$ cat config.mk
export PLATFORM = sky130hd
export DESIGN_NAME = logic_cell_front
export DESIGN_NICKNAME = d
export VERILOG_FILES = /design/src/verilog/logic_cell_pkg.sv /design/src/verilog/gate_if.sv /design/src/verilog/data_gate.sv /design/src/verilog/logic_cell_front.sv
export VERILOG_INCLUDE_DIRS = /design/src /design/src/verilog
export SDC_FILE = /design/constraint.sdc
export NUM_CORES = 1
export LEC_CHECK = 0
export BUFFER_PORTS_ARGS = -buffer_cell sky130_fd_sc_hd__buf_2
export CAP_MARGIN = 0
export CORE_ASPECT_RATIO = 1.2
export CORE_MARGIN = 2
export CORE_UTILIZATION = 36
export CTS_CLUSTER_DIAMETER = 150
export DETAILED_ROUTE_END_ITERATION = 12
export PLACE_DENSITY = 0.64
export SKIP_CTS_REPAIR_TIMING = 1
export SYNTH_ARGS = -nofsm -noshare
export SYNTH_HDL_FRONTEND = slang
export SYNTH_HIERARCHICAL = 1
export SYNTH_SLANG_ARGS = --single-unit
$ cat constraint.sdc
create_clock -name clk -period 8.5 [get_ports clk]
set_input_delay 1.7 -clock clk [delete_from_list [all_inputs] [get_ports clk]]
set_output_delay 1.7 -clock clk [all_outputs]
set_load 0.05 [all_outputs]
$ cat src/verilog/logic_cell_cfg.svh
// register offsets, field positions, reset values and select codes of the logic cell front end
`ifndef LOGIC_CELL_CFG_SVH
`define LOGIC_CELL_CFG_SVH

`define CELL_ADDR_W          4
`define CELL_DATA_W          8
`define CELL_ADDR_CTRL       4'h0
`define CELL_ADDR_POL        4'h1
`define CELL_ADDR_SEL0       4'h2
`define CELL_ADDR_SEL3       4'h5
`define CELL_ADDR_GATE0      4'h6
`define CELL_ADDR_GATE3      4'h9
`define CELL_ADDR_STATUS     4'hA
`define CELL_ADDR_LINES      4'hB
`define CELL_ADDR_ERROR      4'hC

`define CTRL_RESET           8'h00
`define CTRL_EN_BIT          7
`define CTRL_MODE_HI         2
`define CTRL_MODE_LO         0
`define CTRL_MASK            8'h87

`define NUM_LINES            4
`define NUM_CANDIDATES       41
`define NUM_PERIPH           33
`define SEL_W                6
`define SEL_RSVD_LO          6'h06
`define SEL_RSVD_HI          6'h07
`define SEL_LAST             6'h28

`endif

$ cat src/verilog/logic_cell_pkg.sv
// types shared by the logic cell front end
package logic_cell_pkg;
   typedef logic [5:0] sel_code_t;
   typedef logic [7:0] gate_enable_t;
   typedef logic [7:0] cell_byte_t;
   typedef logic [3:0] cell_addr_t;
   typedef logic [3:0] line_vec_t;
endpackage
$ cat src/verilog/gate_if.sv
// per-gate signals between the cell front end and one data gate
`timescale 1ns/1ps
`default_nettype none
interface gate_if;
   import logic_cell_pkg::*;
   line_vec_t    lines;
   gate_enable_t enables;
   logic         polarity;
   logic         result;
   modport front (output lines, output enables, output polarity, input result);
   modport gate  (input lines, input enables, input polarity, output result);
endinterface
`default_nettype wire

$ cat src/verilog/data_gate.sv
// one data gate: true/inverted enables, and-combine, output polarity
`include "logic_cell_cfg.svh"
`timescale 1ns/1ps
`default_nettype none
module data_gate
   import logic_cell_pkg::*;
(
   gate_if.gate g
);
   logic and_term;

   // even bit enables the true line, odd bit the inverted line
   always_comb begin
      and_term = 1'b1;
      for (int k = 0; k < `NUM_LINES; k++) begin
         if (g.enables[2*k])
            and_term = and_term & g.lines[k];
         if (g.enables[2*k+1])
            and_term = and_term & ~g.lines[k];
      end
   end

   // polarity high passes the and, low inverts it; no enables gives the polarity level
   assign g.result = g.polarity ? and_term : ~and_term;

endmodule // data_gate
`default_nettype wire

$ cat src/verilog/logic_cell_front.sv
// logic cell front end: input select muxes, data gates and their registers
//
// What this block does
// - four independent 41-way input multiplexers
// - six-bit select codes, pins, cells, peripherals
// - one select register per multiplexer
// - each gate takes any selected line combination
// - true or inverted per line, ANDed
// - per-gate polarity bit inverts AND result when low
// - 0x55 and 0xAA give AND/NAND, NOR/OR
// - no enables gives polarity-level constant
// - both forms of a line force the AND term to zero
// - gate enables unknown until software writes
// - four identical gates, own enable registers
// - settings writable live, effective immediately
// - gate outputs feed the logic-function stage
// - reset clears the control register, select error flags and gate-written flags
//
// The address-and-strobe port and the register offsets were decided locally.
`include "logic_cell_cfg.svh"
`timescale 1ns/1ps
`default_nettype none
module logic_cell_front
   import logic_cell_pkg::*;
(
   // clock and reset
   input  wire logic                        clk,
   input  wire logic                        rst,
   // register port
   input  wire logic [`CELL_ADDR_W-1:0]     addr,
   input  wire logic [`CELL_DATA_W-1:0]     wdata,
   input  wire logic                        wr,
   input  wire logic                        rd,
   output logic      [`CELL_DATA_W-1:0]     rdata,
   // candidate sources
   input  wire logic [`NUM_LINES-1:0]       cell_ext_pin,
   input  wire logic                        cell1_output,
   input  wire logic                        cell2_output,
   input  wire logic [`NUM_PERIPH-1:0]      periph_src,
   // to the logic-function stage
   output logic      [`NUM_LINES-1:0]       gate_out,
   output logic      [`NUM_LINES-1:0]       data_line,
   output logic                             cell_enable,
   output logic      [2:0]                  cell_mode
);

   // register state
   cell_byte_t   control;
   line_vec_t    gate_polarity;
   sel_code_t    input_select_reg [`NUM_LINES];
   gate_enable_t gate_enable_reg [`NUM_LINES];
   line_vec_t    select_error;
   line_vec_t    gate_written;
   cell_byte_t   next_rdata;
   line_vec_t    next_select_error;
   line_vec_t    raise_error;
   logic         [`NUM_CANDIDATES-1:0] candidates;
   line_vec_t    gate_result;

   // true for a code that names no signal
   function automatic logic sel_is_void(input sel_code_t code);
      sel_is_void = (code == `SEL_RSVD_LO) || (code == `SEL_RSVD_HI) ||
                    (code > `SEL_LAST);
   endfunction

   // true when an address hits entry idx of a group of four consecutive registers
   function automatic logic hit_group(input cell_addr_t a, input cell_addr_t base,
                                      input int unsigned idx);
      hit_group = (a == (base + cell_addr_t'(idx)));
   endfunction

   // one-hot select decode onto the candidate vector
   function automatic logic mux_pick(input sel_code_t code,
                                     input logic [`NUM_CANDIDATES-1:0] src);
      logic hit;
      hit = 1'b0;
      if (!sel_is_void(code))
         hit = src[code];
      mux_pick = hit;
   endfunction

   // candidate vector: pins, cell outputs, two reserved, peripherals
   always_comb begin
      candidates = '0;
      candidates[3:0] = cell_ext_pin;
      candidates[4] = cell1_output;
      candidates[5] = cell2_output;
      candidates[`NUM_CANDIDATES-1:8] = periph_src;
   end

   // control register, cleared by reset like the select error and gate-written flags
   always_ff @(posedge clk or posedge rst) begin
      if (rst) begin
         control <= `CTRL_RESET;
      end else if (wr && addr == `CELL_ADDR_CTRL) begin
         control <= wdata & `CTRL_MASK;
      end
   end

   // gate polarity register, kept across reset
   always_ff @(posedge clk) begin
      if (wr && addr == `CELL_ADDR_POL) begin
         gate_polarity <= wdata[`NUM_LINES-1:0];
      end
   end

   // select registers, kept across reset
   always_ff @(posedge clk) begin
      for (int i = 0; i < `NUM_LINES; i++) begin
         if (wr && hit_group(addr, `CELL_ADDR_SEL0, i)) begin
            input_select_reg[i] <= wdata[`SEL_W-1:0];
         end
      end
   end

   // gate enable registers, unknown until first written
   always_ff @(posedge clk) begin
      for (int i = 0; i < `NUM_LINES; i++) begin
         if (wr && hit_group(addr, `CELL_ADDR_GATE0, i)) begin
            gate_enable_reg[i] <= wdata;
         end
      end
   end

   // tracks which gates have been written since reset
   always_ff @(posedge clk or posedge rst) begin
      if (rst) begin
         gate_written <= '0;
      end else begin
         for (int i = 0; i < `NUM_LINES; i++) begin
            if (wr && hit_group(addr, `CELL_ADDR_GATE0, i)) begin
               gate_written[i] <= 1'b1;
            end
         end
      end
   end

   // sticky flag per mux when a void code is written
   always_comb begin
      raise_error = '0;
      for (int i = 0; i < `NUM_LINES; i++) begin
         if (wr && hit_group(addr, `CELL_ADDR_SEL0, i) && sel_is_void(wdata[`SEL_W-1:0]))
            raise_error[i] = 1'b1;
      end
   end

   // write one clears; a new event in the same cycle wins
   always_comb begin
      next_select_error = select_error;
      if (wr && addr == `CELL_ADDR_ERROR)
         next_select_error = select_error & ~wdata[`NUM_LINES-1:0];
      next_select_error = next_select_error | raise_error;
   end

   always_ff @(posedge clk or posedge rst) begin
      if (rst) begin
         select_error <= '0;
      end else begin
         select_error <= next_select_error;
      end
   end

   // four input multiplexers, any candidate on any line
   always_comb begin
      for (int i = 0; i < `NUM_LINES; i++) begin
         data_line[i] = mux_pick(input_select_reg[i], candidates);
      end
   end

   // four identical gates behind the carrier interface
   gate_if gif [`NUM_LINES] ();

   for (genvar gi = 0; gi < `NUM_LINES; gi++) begin : g_gate
      assign gif[gi].lines = data_line;
      assign gif[gi].enables = gate_enable_reg[gi];
      assign gif[gi].polarity = gate_polarity[gi];
      assign gate_result[gi] = gif[gi].result;
      data_gate u_gate (
         .g (gif[gi])
      );
   end

   // gate results go straight to the logic-function stage
   assign gate_out = gate_result;

   // control fields
   assign cell_enable = control[`CTRL_EN_BIT];
   assign cell_mode = control[`CTRL_MODE_HI:`CTRL_MODE_LO];

   // read decode
   always_comb begin
      next_rdata = '0;
      case (addr)
         `CELL_ADDR_CTRL: begin
            next_rdata = control;
         end
         `CELL_ADDR_POL: begin
            next_rdata = {4'h0, gate_polarity};
         end
         `CELL_ADDR_STATUS: begin
            next_rdata = {gate_written, gate_result};
         end
         `CELL_ADDR_LINES: begin
            next_rdata = {4'h0, data_line};
         end
         `CELL_ADDR_ERROR: begin
            next_rdata = {4'h0, select_error};
         end
         default: begin
            for (int i = 0; i < `NUM_LINES; i++) begin
               if (hit_group(addr, `CELL_ADDR_SEL0, i))
                  next_rdata = {2'h0, input_select_reg[i]};
               if (hit_group(addr, `CELL_ADDR_GATE0, i))
                  next_rdata = gate_enable_reg[i];
            end
         end
      endcase
   end

   // read data stand the cycle after the strobe only
   always_ff @(posedge clk or posedge rst) begin
      if (rst) begin
         rdata <= 8'h00;
      end else if (rd) begin
         rdata <= next_rdata;
      end else begin
         rdata <= 8'h00;
      end
   end

endmodule // logic_cell_front
`default_nettype wire

==> results.cfg <==
[worst_setup_path]
reg2reg_to = rdata[0]
cp_cell_sequence = buf_2 -> mux2i_1 -> mux4_2 -> nand3_1 -> nand3_1 -> nor3_1 -> mux2i_1 -> nand4_1 -> xor2_1 -> buf_2
critPathSlowestCell = nor3_1
ff2ff_path_depth = 11
r2r_start = input_select_reg[0][0]
crit_arrival_ns = 4.56
startpoint_type = input pin
path_class = input pin to output pin
cp-end-kind = output pin
rrSetupSlack_ns = 4.17
required_ns = 6.80
cp_max_fo = 5
cpPeakStageDelay_ns = 0.90

[floorplan]
io_pins = 75
coreArea_sq_mm = 0.01429
die_h_um = 135.8
start_util = 0.3646
die_x_um = 113.8
rows = 48
die_area_sq_mm = 0.01546

[grt]
antenna_found_initial = 0
gr-usage-all-layers = 0.2153
grt-ovfl-total = 0
grt_pass1_vias = 4294
grt_max_degree = 32
grt_pass1_wl_mm = 24.78

[cts]
cts_sinks = 80
clk_latency_ns = 0.34
ctsRootBufferMaster = clkbuf_16
cts.clk_slew.worst_paths_ns = 0.06
clk_path_buf_depth = 2
cts_made_buffers = 9
cts_tree = yes
htreeDepth = 3

[logic_synthesis]
ys_ff_latch = 80
synth.top_cells.by_count = edfxtp_1 (60), mux2i_1 (58), nand2_1 (30)
synthCells = 435
synth_fa_ha_area_frac = 0
synth.top_cell.area_share = 0.3457
synth_compound_area_frac = 0.1229
syn_area_per_cell_sq_um = 11.98
ys_types = 61
yosys.area_share.xor_xnor = 0.006723
synth_ff_type = edfxtp_1
synth-seq-area-share = 0.4418
synth_top_family_by_area = multiplexers
synthTopCellsByArea = edfxtp_1 (35%), mux2i_1 (11%), mux4_2 (10%)
yosys.area.top_type = edfxtp_1
synth-async-reset-ratio = 0.2500
syn_nets = 490
synth_edf_count = 60
synth.most_common_cell = edfxtp_1
yosys.area_share.simple = 0.1270
yosys_warnings = 6
synthesis.area_sq_mm = 0.005211
muxShareOfSynthArea = 0.2583

[timing]
rsz0062_at_grt = false
finalSetupViolCount = 0
tns_ns = 0
fin_ws_ns = 2.241
max_freq_mhz = 159.8
clock_skew_ns = 0.008157
timing.hold.ws_ns = 0.4752
max_slew_margin = 0.2431
period_needed_ns = 6.260
hold_viol_final = 0
fin_crit_sh = 0.7364
slew_violations = 0
worst_pin_slew_ns = 1.127

[min_path]
hold_start = gate_written[2]
holdPathStages = 1
hold_path_class = flop to flop
min_to = gate_written[2]

[placed_design]
place_ws_ns = 2.264
post-dp-hpwl_mm = 11.63
io_buffers = 74
place.gp.congestion = 0.9199

[power_and_ir_drop]
p_comb_frac = 0.167
pwr-share-clk = 0.395
p_int_mw = 0.7746
total_power_mw = 1.054
powerDensity_mw_per_mm2 = 178.4
seqPwrFrac = 0.438
power_switching_mw = 0.2798
switching_share = 0.2654
power_leakage_nw = 2.209
ir_drop_mv = 0.09142

[status]
status = finished, final reports clean

[routing]
firstDrtPassIters = 5
wirelength_mm = 16.43
routed_via_density = 6.364
dr_wl_met2_mm = 8.191
wl_met3_mm = 1.195
routedWlPerCell_um = 24.71
drt-met1-wl_mm = 6.605
dr.max_layer_used = met4
vias = 4232
ant_nets = 0
drtIter0Drc = 431
drc_errors = 0

[finish]
final.fill_count = 1336
drive_gt1_frac = 0.2796
seqCellArea_sq_mm = 0.002302
diodes = 0
area_delta_synth_final_pct = 13.40
largest_reg_flops = 32
fin_nets = 540
multi_input_area_sq_mm = 0.002684

[run]
maxCapViolations = 0
-- metrics by stage --
stage               area, sq um  instances    util
floorplan                  5211        435       -
finish                     5909        665  0.4134
global route               5909        665  0.4134
CTS                        5909        665  0.4134
global placement           5587        649  0.3908
detailed placement         5587        649  0.3908
-- cells in the final DEF (no fill, tap or decap), types with 4 or more instances in the layout --
cell       instances
and3_1             5
mux4_2            24
a21oi_1           18
nand2b_1           4
o21ai_0           16
nor2b_1           10
nor2_1            21
xor2_1             4
nand4_1            4
nand3b_1           7
mux2_2            14
mux2i_1           58
nand2_1           30
dfrtp_1           20
edfxtp_1          60
o211ai_1           5
nand3_1           15
buf_2             74
a32oi_1            9
or2_2              5
and2_1             4
o221ai_1           9
clkbuf_16          9
-- layer usage --
metal,vias up,track usage
met2,235,0.3583
met4,0,0.09079
met1,2130,0.2772
met5,-,0
met3,35,0.03803
li1,1832,-
-- kinds of logic after synthesis --
| family | Yosys count |
|---|---|
| and+or+nand+nor | 124 |
| muxes | 99 |
| AOI/OAI and AO/OA | 90 |
| DFF | 80 |
| buffers and inverters | 38 |
| xor gates and xnor gates | 4 |
-- power groups by stage --
| stage | combinational (mW) | sequential [mW] | clock [mW] |
|---|---|---|---|
| after floorplan | 0.0952 | 0.484 | 0 |
| after global placement | 0.171 | 0.469 | 0 |
| after detailed placement | 0.173 | 0.469 | 0 |
| after CTS | 0.174 | 0.461 | 0.423 |
| after global routing | 0.186 | 0.464 | 0.441 |
| final | 0.176 | 0.462 | 0.417 |
-- how the worst max path moves through the flow --
stage,from,endpoint,slack (ns),depth (start not counted)
finish,periph_src[7],gate_out[3],2.24,10
global route,periph_src[3],gate_out[1],2.14,10
CTS,periph_src[7],gate_out[1],2.27,10
detailed placement,periph_src[7],gate_out[1],2.26,10
global placement,periph_src[7],gate_out[1],2.35,10
floorplan,periph_src[15],gate_out[0],2.15,9
-- final cells by class --
type	count	share of cell area
clock buffer	12	0.04171
timing repair buffer	74	0.06267
sequential	80	0.3896
clock inverter	4	0.01292
tap	175	0.03705
inverter	3	0.001906
multi-input combinational	317	0.4542
-- worst max-delay path, delay by kind of cell --
kind,cells,cell delay (ns)
XOR/XNOR,1,0.26
multiplexers,3,0.90
AND/OR/NAND/NOR,4,1.26
buffers and inverters,2,0.43
(Power assumes the default switching activity.)
